**src/pe_pkg.sv**
```systemverilog
// Constants, field positions and mode types for the port E pin block.
// Assumes one 20 MHz clock and a plain address/strobe register port.
//
// Function
// USB on: pin 2 is D+, pullup selectable
// PS/2 on: pin 2 open-drain clock output
// Otherwise pin 2 open-drain GPIO, pullup choice
// USB owns pins 3,2; else open-drain
// Pin-3 interrupt: input, direction ignored
// Pin 3 GPIO input or open-drain output
// D+ pullup beats the 5k pullup
// USB on disconnects both 5k pullups
// SPI drives and directs pins 7 to 4
// Direction still picks latch or pin read
// Direction one enables output; reset clears
// Data read: latch if output, else pin
// Data writes always load the latch
// Software loads data before enabling output
// LED bits give port B high sink
// Port D pullup disables, enabled after reset
// D+ pullup enable connects 3.3 V pullup
// Pin 3/2 5k pullups when not USB
// Port B pullup enables, cleared by reset
// Pins 7-4 SPI, pins 3-2 USB
// Pin-3 interrupt forces pullup, feeds request
// Pad controls out, pad levels sampled
// Bus writes land next edge, low bits zero
package pe_pkg;

    // Bus widths
    localparam int ADDR_W = 8;
    localparam int DATA_W = 8;

    // Register offsets
    localparam logic [7:0] OFS_DATA       = 8'h08;
    localparam logic [7:0] OFS_DIR        = 8'h0c;
    localparam logic [7:0] OFS_LED        = 8'h1d;
    localparam logic [7:0] OFS_PULLOPT    = 8'h1e;
    localparam logic [7:0] OFS_PORTB_PULL = 8'h1f;
    localparam logic [7:0] OFS_FUNC       = 8'h20;

    // Reset values
    localparam logic [7:0] RST_ZERO       = 8'h00;

    // Implemented port E bits (7:2)
    localparam logic [7:0] PORT_MASK      = 8'hfc;

    // Pin positions
    localparam int PIN2    = 2;
    localparam int PIN3    = 3;
    localparam int SPI_LO  = 4;
    localparam int SPI_HI  = 7;

    // Pullup option fields
    localparam int PO_PIN2_WEAK = 0;
    localparam int PO_PIN3_WEAK = 1;
    localparam int PO_DPLUS     = 2;
    localparam int PO_PD2_OFF   = 5;
    localparam int PO_PD3_OFF   = 6;
    localparam int PO_PD7_OFF   = 7;

    // Function select fields
    localparam int FN_USB      = 0;
    localparam int FN_PS2      = 1;
    localparam int FN_SPI      = 2;
    localparam int FN_PIN3_IRQ = 3;
    localparam logic [7:0] FUNC_MASK = 8'h0f;

    // Pin modes
    typedef enum logic [1:0] {P2_USB, P2_PS2, P2_GPIO} pe_pin2_mode_t;
    typedef enum logic [1:0] {P3_USB, P3_IRQ, P3_GPIO} pe_pin3_mode_t;

endpackage : pe_pkg

```
**src/pe_port_e.sv**
```systemverilog
// Port E pin mux, data/direction registers and the port option registers.
// Assumes pads resolve oe/out into the wire, and USB, PS/2 and SPI blocks
// run on the same clock as this block.
//
// The plain strobed port was decided locally.
`timescale 1ns/100ps

module pe_port_e
    import pe_pkg::*;
#(
    parameter int DWIDTH = DATA_W
) (
    // Clock and reset
    input  wire logic        mclk,
    input  wire logic        reset_n,
    // Register port
    input  wire logic [7:0]  bus_addr,
    input  wire logic [7:0]  bus_wdata,
    input  wire logic        bus_wr,
    input  wire logic        bus_rd,
    output logic      [7:0]  bus_rdata,
    // Peer functions, same clock
    input  wire logic        ps2_clk_level,
    input  wire logic [3:0]  spi_pad_out,
    input  wire logic [3:0]  spi_pad_oe,
    // Port E pads
    input  wire logic [7:0]  pad_in,
    output logic      [7:0]  pad_out,
    output logic      [7:0]  pad_oe,
    // Pin 2/3 pullup and USB controls
    output logic             pin2_pullup_5k,
    output logic             pin2_pullup_1k2,
    output logic             pin3_pullup_5k,
    output logic             dplus_pullup_3v3,
    output logic             usb_pins_owned,
    output logic             pin3_irq_req,
    // Port B and port D options
    output logic      [7:0]  portb_led_drive,
    output logic      [7:0]  portb_pullup_on,
    output logic      [2:0]  portd_pullup_on
);

    // Parameter check
    if (DWIDTH != 8) begin : g_bad_width
        $error("pe_port_e supports an 8-bit data path only");
    end

    // Software registers
    logic [7:0] port_e_latch_reg;
    logic [7:0] port_e_direction_bits_reg;
    logic [7:0] led_drive_options_reg;
    logic [7:0] pullup_options_reg;
    logic [7:0] portb_pullup_reg;
    logic [7:0] func_select_reg;
    logic [7:0] rdata_reg;

    // Pin input filter
    logic [7:0] sync1_reg;
    logic [7:0] sync2_reg;
    logic [7:0] sync3_reg;
    logic [7:0] pin_level_reg;
    logic [7:0] pin_level_next;

    // Registered pad controls
    logic [7:0] pad_out_reg;
    logic [7:0] pad_oe_reg;
    logic       pin2_5k_reg;
    logic       pin2_1k2_reg;
    logic       pin3_5k_reg;
    logic       dplus_3v3_reg;
    logic       usb_owned_reg;
    logic       irq_req_reg;
    logic [2:0] portd_pu_reg;

    // Decoded control bits
    wire logic usb_module_on       = func_select_reg[FN_USB];
    wire logic ps2_clockgen_on     = func_select_reg[FN_PS2];
    wire logic spi_function_on     = func_select_reg[FN_SPI];
    wire logic pin3_irq_on         = func_select_reg[FN_PIN3_IRQ];
    wire logic pin2_weak_pullup_on = pullup_options_reg[PO_PIN2_WEAK];
    wire logic pin3_weak_pullup_on = pullup_options_reg[PO_PIN3_WEAK];
    wire logic dplus_pullup_on     = pullup_options_reg[PO_DPLUS];

    // Address decode
    wire logic sel_data  = (bus_addr == OFS_DATA);
    wire logic sel_dir   = (bus_addr == OFS_DIR);
    wire logic sel_led   = (bus_addr == OFS_LED);
    wire logic sel_popt  = (bus_addr == OFS_PULLOPT);
    wire logic sel_pbpu  = (bus_addr == OFS_PORTB_PULL);
    wire logic sel_func  = (bus_addr == OFS_FUNC);

    // latch always writable
    wire logic [7:0] latch_next = (bus_wr && sel_data) ? (bus_wdata & PORT_MASK) : port_e_latch_reg;
    // direction bits, six implemented
    wire logic [7:0] dir_next   = (bus_wr && sel_dir) ? (bus_wdata & PORT_MASK) : port_e_direction_bits_reg;
    // LED drive bits
    wire logic [7:0] led_next   = (bus_wr && sel_led) ? bus_wdata : led_drive_options_reg;
    // pullup option bits
    wire logic [7:0] popt_next  = (bus_wr && sel_popt) ? bus_wdata : pullup_options_reg;
    // port B pullup enables
    wire logic [7:0] pbpu_next  = (bus_wr && sel_pbpu) ? bus_wdata : portb_pullup_reg;
    wire logic [7:0] func_next  = (bus_wr && sel_func) ? (bus_wdata & FUNC_MASK) : func_select_reg;

    // per-bit latch or pin; same under SPI
    wire logic [7:0] data_view = ((port_e_direction_bits_reg & port_e_latch_reg)
                                 | (~port_e_direction_bits_reg & pin_level_reg)) & PORT_MASK;

    // Read multiplexer, unmapped reads return zero
    wire logic [7:0] rd_mux = sel_data ? data_view :
                              sel_dir  ? port_e_direction_bits_reg :
                              sel_led  ? led_drive_options_reg :
                              sel_popt ? pullup_options_reg :
                              sel_pbpu ? portb_pullup_reg :
                              sel_func ? func_select_reg : RST_ZERO;
    wire logic [7:0] rdata_next = bus_rd ? rd_mux : RST_ZERO;

    // Register bank
    // writes land on the next edge
    always_ff @(posedge mclk or negedge reset_n) begin
        if (!reset_n) begin
            port_e_latch_reg          <= RST_ZERO;
            port_e_direction_bits_reg <= RST_ZERO;
            led_drive_options_reg     <= RST_ZERO;
            pullup_options_reg        <= RST_ZERO;
            portb_pullup_reg          <= RST_ZERO;
            func_select_reg           <= RST_ZERO;
            rdata_reg                 <= RST_ZERO;
        end else begin
            port_e_latch_reg          <= latch_next;
            port_e_direction_bits_reg <= dir_next;
            led_drive_options_reg     <= led_next;
            pullup_options_reg        <= popt_next;
            portb_pullup_reg          <= pbpu_next;
            func_select_reg           <= func_next;
            rdata_reg                 <= rdata_next;
        end
    end

    // level changes once stages two and three agree
    assign pin_level_next = (sync3_reg & ~(sync2_reg ^ sync3_reg))
                          | (pin_level_reg & (sync2_reg ^ sync3_reg));

    // Pad input synchroniser and filter
    always_ff @(posedge mclk or negedge reset_n) begin
        if (!reset_n) begin
            sync1_reg     <= RST_ZERO;
            sync2_reg     <= RST_ZERO;
            sync3_reg     <= RST_ZERO;
            pin_level_reg <= RST_ZERO;
        end else begin
            sync1_reg     <= pad_in;
            sync2_reg     <= sync1_reg;
            sync3_reg     <= sync2_reg;
            pin_level_reg <= pin_level_next;
        end
    end

    // Pin function priority, USB first
    pe_pin2_mode_t pin2_mode;
    pe_pin3_mode_t pin3_mode;
    // pin 2 priority
    assign pin2_mode = usb_module_on ? P2_USB : (ps2_clockgen_on ? P2_PS2 : P2_GPIO);
    // pin 3 priority
    assign pin3_mode = usb_module_on ? P3_USB : (pin3_irq_on ? P3_IRQ : P3_GPIO);

    // Pad drive for all port E pins
    logic [7:0] oe_next;
    logic [7:0] out_next;
    logic       p2_5k_next;
    logic       p2_1k2_next;
    logic       p3_5k_next;
    logic       dp_3v3_next;
    always_comb begin
        // push-pull pins follow the direction bits
        oe_next     = port_e_direction_bits_reg & PORT_MASK;
        out_next    = port_e_latch_reg & PORT_MASK;
        p2_5k_next  = 1'b0;
        p2_1k2_next = 1'b0;
        p3_5k_next  = 1'b0;
        dp_3v3_next = 1'b0;
        // SPI takes pins 7 to 4
        if (spi_function_on) begin
            oe_next[SPI_HI:SPI_LO]  = spi_pad_oe;
            out_next[SPI_HI:SPI_LO] = spi_pad_out;
        end
        // Open-drain pins only ever drive low
        out_next[PIN2] = 1'b0;
        out_next[PIN3] = 1'b0;
        case (pin2_mode)
            // D+ pad, port drive off
            P2_USB: begin
                oe_next[PIN2] = 1'b0;
                dp_3v3_next   = dplus_pullup_on;
            end
            // PS/2 clock pulls low only
            P2_PS2: begin
                oe_next[PIN2] = ~ps2_clk_level;
                p2_1k2_next   = dplus_pullup_on;
                // D+ enable wins over 5k
                p2_5k_next    = pin2_weak_pullup_on & ~dplus_pullup_on;
            end
            // open-drain GPIO
            P2_GPIO: begin
                oe_next[PIN2] = port_e_direction_bits_reg[PIN2] & ~port_e_latch_reg[PIN2];
                p2_1k2_next   = dplus_pullup_on;
                // 5k only without D+ enable
                p2_5k_next    = pin2_weak_pullup_on & ~dplus_pullup_on;
            end
            default: begin
                oe_next[PIN2] = 1'b0;
            end
        endcase
        case (pin3_mode)
            // USB: both 5k pullups out
            P3_USB: begin
                oe_next[PIN3] = 1'b0;
            end
            // input, pullup forced on
            P3_IRQ: begin
                oe_next[PIN3] = 1'b0;
                p3_5k_next    = 1'b1;
            end
            // open-drain GPIO, optional 5k
            P3_GPIO: begin
                oe_next[PIN3] = port_e_direction_bits_reg[PIN3] & ~port_e_latch_reg[PIN3];
                p3_5k_next    = pin3_weak_pullup_on;
            end
            default: begin
                oe_next[PIN3] = 1'b0;
            end
        endcase
    end

    // low pin 3 requests the interrupt
    wire logic irq_next = (pin3_mode == P3_IRQ) & ~pin_level_reg[PIN3];

    // disable bits inverted, pins 7,3,2
    wire logic [2:0] portd_pu_next = ~{pullup_options_reg[PO_PD7_OFF],
                                      pullup_options_reg[PO_PD3_OFF],
                                      pullup_options_reg[PO_PD2_OFF]};

    // Registered pad controls
    // pad controls from flops
    always_ff @(posedge mclk or negedge reset_n) begin
        if (!reset_n) begin
            pad_out_reg   <= RST_ZERO;
            pad_oe_reg    <= RST_ZERO;
            pin2_5k_reg   <= 1'b0;
            pin2_1k2_reg  <= 1'b0;
            pin3_5k_reg   <= 1'b0;
            dplus_3v3_reg <= 1'b0;
            usb_owned_reg <= 1'b0;
            irq_req_reg   <= 1'b0;
            portd_pu_reg  <= '1;            // Port D pullups on after reset
        end else begin
            pad_out_reg   <= out_next;
            pad_oe_reg    <= oe_next;
            pin2_5k_reg   <= p2_5k_next;
            pin2_1k2_reg  <= p2_1k2_next;
            pin3_5k_reg   <= p3_5k_next;
            dplus_3v3_reg <= dp_3v3_next;
            usb_owned_reg <= usb_module_on;
            irq_req_reg   <= irq_next;
            portd_pu_reg  <= portd_pu_next;
        end
    end

    // Output wiring
    assign bus_rdata        = rdata_reg;
    assign pad_out          = pad_out_reg;
    assign pad_oe           = pad_oe_reg;
    assign pin2_pullup_5k   = pin2_5k_reg;
    assign pin2_pullup_1k2  = pin2_1k2_reg;
    assign pin3_pullup_5k   = pin3_5k_reg;
    assign dplus_pullup_3v3 = dplus_3v3_reg;
    // USB transceiver owns pins 3,2
    assign usb_pins_owned   = usb_owned_reg;
    assign pin3_irq_req     = irq_req_reg;
    // LED drive straight from its register
    assign portb_led_drive  = led_drive_options_reg;
    // port B pullups
    assign portb_pullup_on  = portb_pullup_reg;
    // port D pullup enables
    assign portd_pullup_on  = portd_pu_reg;
endmodule : pe_port_e

```
**config.mk**
```make
export PLATFORM = sky130hd
export DESIGN_NAME = pe_port_e
export DESIGN_NICKNAME = d
export VERILOG_FILES = /design/src/pe_pkg.sv /design/src/pe_port_e.sv
export SDC_FILE = /design/constraint.sdc
export NUM_CORES = 1
export LEC_CHECK = 0
export ABC_AREA = 1
export BUFFER_PORTS_ARGS = -buffer_cell sky130_fd_sc_hd__buf_2
export CORE_UTILIZATION = 38
export DETAILED_ROUTE_END_ITERATION = 10
export MAX_ROUTING_LAYER = met4
export SYNTH_ARGS = -nofsm -noshare
export SYNTH_HDL_FRONTEND = slang
export SYNTH_SLANG_ARGS = --single-unit
```
**constraint.sdc**
```tcl
create_clock -name mclk -period 1.2 [get_ports mclk]
set_input_delay 0.06 -clock mclk [delete_from_list [all_inputs] [get_ports mclk]]
set_output_delay 0.06 -clock mclk [all_outputs]
set_load 0.03 [all_outputs]
```
==> flow_summary.toml <==
[clocking]
htree_levels = 3
clk_latency_ns = 0.37
post_cts_resized = 0
cts_tree = "yes"
cts_sinks = 91
clockBufferDepth = 2
clk_pin_slew_ns = 0.09
root_buffer = "clkbuf_8"
cts_made_buffers = 9

[logic_synthesis]
ys_ff_latch = 91
synth_top_area_share_pct = 58.3
synth_commonest_cells = "dfrtp_1 (88), nand2_1 (75), inv_1 (39)"
synth_area_mm2 = 0.00377
synth_top_area_cell = "dfrtp_1"
synthArstFlopShare_pct = 100
synth_edf_count = 0
netlist-cell-type-count = 34
ys_seq_area_share_pct = 60.4
synth_cells = 375
ys_top_cells_by_area = "dfrtp_1 (58%), nand2_1 (7.5%), o21ai_2 (5.1%)"
ys.flop_type = "dfrtp_1"
yosysMostFrequentCell = "dfrtp_1"
ys_warn_count = 0
syn_avg_cell_area_um2 = 10.1

[place]
dp.cells = 594
hpwlAfterDp_mm = 6.10
dp_slack_ns = -0.0661
placed_area_mm2 = 0.00439
place_congestion = 0.869
portBuffers = 77

[timing]
setup_violations = 0
fin_skew_ns = 0.00987
layout_setup_ws_ns = 0.0495
period_minus_slack_ns = 1.15
final_max_slew_viol_count = 0
holdWs_ns = 0.0131
max_freq_mhz = 869
report.final.hold_viol_count = 0
rsz0062_at_grt = "no"
finalCritPeriodShare_pct = 95.9

[finish]
layout-drive-gt1-share_pct = 34.3
final_cell_area_mm2 = 0.00475
fin_nets = 525
stdcell_count = 626
fin_util_pct = 49.1
antennaDiodeCount = 0
syn_to_final_growth_pct = 25.9

[critical_path]
ff2ff_setup_slack_ns = 0.15
crit_type = "reg2out"
worstPathCellList = "buf_2"
cp_slowest_cell = "dfstp_2"
regToRegEndpoint = "bus_rdata[3]"
critPathMaxFanout = 1
slowest_delay_ns = 0.53
critPathCaptureType = "output port"
cp-start-kind = "flop"
rr_worst_depth = 5
critPathBufInv = 1
required_ns = 1.14
r2r_start = "port_e_direction_bits_reg[3]"
critical_path_arrival_ns = 1.09
critical-path-top-delay-family = "flip-flops"

[drt]
num_vias = 2772
routed_wl_mm = 8.26
avgViaCountPerCell = 4.43
detail_route.wl_per_cell_um = 13.2
first_pass_iters = 4
ant_nets = 0
drc = 0
drt_iter0_drc = 82

[die]
rows = 36
dieWidth_um = 102
io_pins = 86
die_area_mm2 = 0.0103
die_y_um = 102
core_mm2 = 0.00968
initial_core_util_pct = 39.0

[global_routing]
grt_pass1_vias = 2677
grt_start_max_net_pins = 40
overflow = 0
track_usage_pct = 18.1
antenna_found_initial = 0
grt_first_pass_wirelength_mm = 13.3

[min_path]
hp-class = "in2reg"
worst_hold_path.endpoint = "pullup_options_reg[0]"
hold_path_depth = 3
holdCritStartpoint = "bus_wdata[0]"

[status]
status = "complete, no violations"

[pwr]
power.density_mw_per_mm2 = 1290
leakagePower_nw = 2.37
vdd_drop_max_mv = 0.688

[flow_run]
cap_viol_max_count = 0
## placed cells by master, fill, tap and decap left out, types with 11 or more instances in the layout
master         synthesis  routed
buf_4                  6      19
nand2_1               75      75
a21oi_1               16      16
o21ai_1               20      20
nor2_1                18      18
o21ai_2               22      22
o21ai_0               18      18
nand3_1               11      11
inv_1                 39      39
dfrtp_1               88      88
dlygate4sd3_1          0      16
buf_2                  2      76
## layout make-up
type	count	area, um^2
Multi-Input combinational cell	226	1220
Timing Repair Buffer	112	703
Tap cell	133	166
Clock inverter	6	71.3
Clock buffer	10	128
Inverter	48	183
Fill cell	957	4930
Sequential cell	91	2280
## timing repair
item | in CTS | in global routing
endpoints found under the hold margin | 106 | 0
setup buffers | 0 | 0
hold buffers | 16 | 0
## cell families (layout without fill, tap and decap cells)
logic type      count (synthesis)  count (layout)  share of synthesized area [%]
buf+inv                        63             176                           7.79
simple gates                  133             133                           16.8
mux                             1               1                          0.298
fa+ha+maj                       6               6                           1.59
other cells                     1               6                         0.0993
compound gates                 80              80                           13.0
flops                          91              91                           60.4
## worst max path at each step
stage | startpoint | to | slack (ns) | cells past startpoint
after floorplan | func_select_reg[2] | pad_out[5] | 0.18 | 3
after global placement | bus_addr[6] | bus_rdata[7] | -0.05 | 11
after detailed placement | bus_addr[6] | bus_rdata[7] | -0.07 | 11
after CTS | portd_pullup_on[1] | portd_pullup_on[1] | 0.03 | 1
after global routing | portd_pullup_on[1] | portd_pullup_on[1] | 0.01 | 1
final | portd_pullup_on[1] | portd_pullup_on[1] | 0.05 | 1
## per-stage QoR
stage	setup TNS [ns]	total power, mW
floorplan	0	3.74
global placement	-0.0585	4.01
detailed placement	-0.211	4.02
CTS	0	6.17
global route	0	6.39
finish	0	6.11
## report_power, final
part	internal (mW)	switching, mW
sequential	3.22	0.0927
combinational	0.242	0.440
clock	0.981	1.14
total	4.44	1.67
## routing by layer
metal  global-route usage, %  routed length (um)  share of wire, %
met5                       -                   0                 0
met4                    7.69                 127               1.5
met1                    24.8                3960                48
met3                    3.31                 338               4.1
met2                    26.2                3830                46
## worst register-to-register path, stage by stage (launching register included)
cell and delay, ns:
dfrtp_1 0.43, inv_1 0.10, nor2_1 0.04, o21ai_0 0.19
nand2_1 0.07, a21oi_1 0.14
Power figures use the tool's default switching activity.
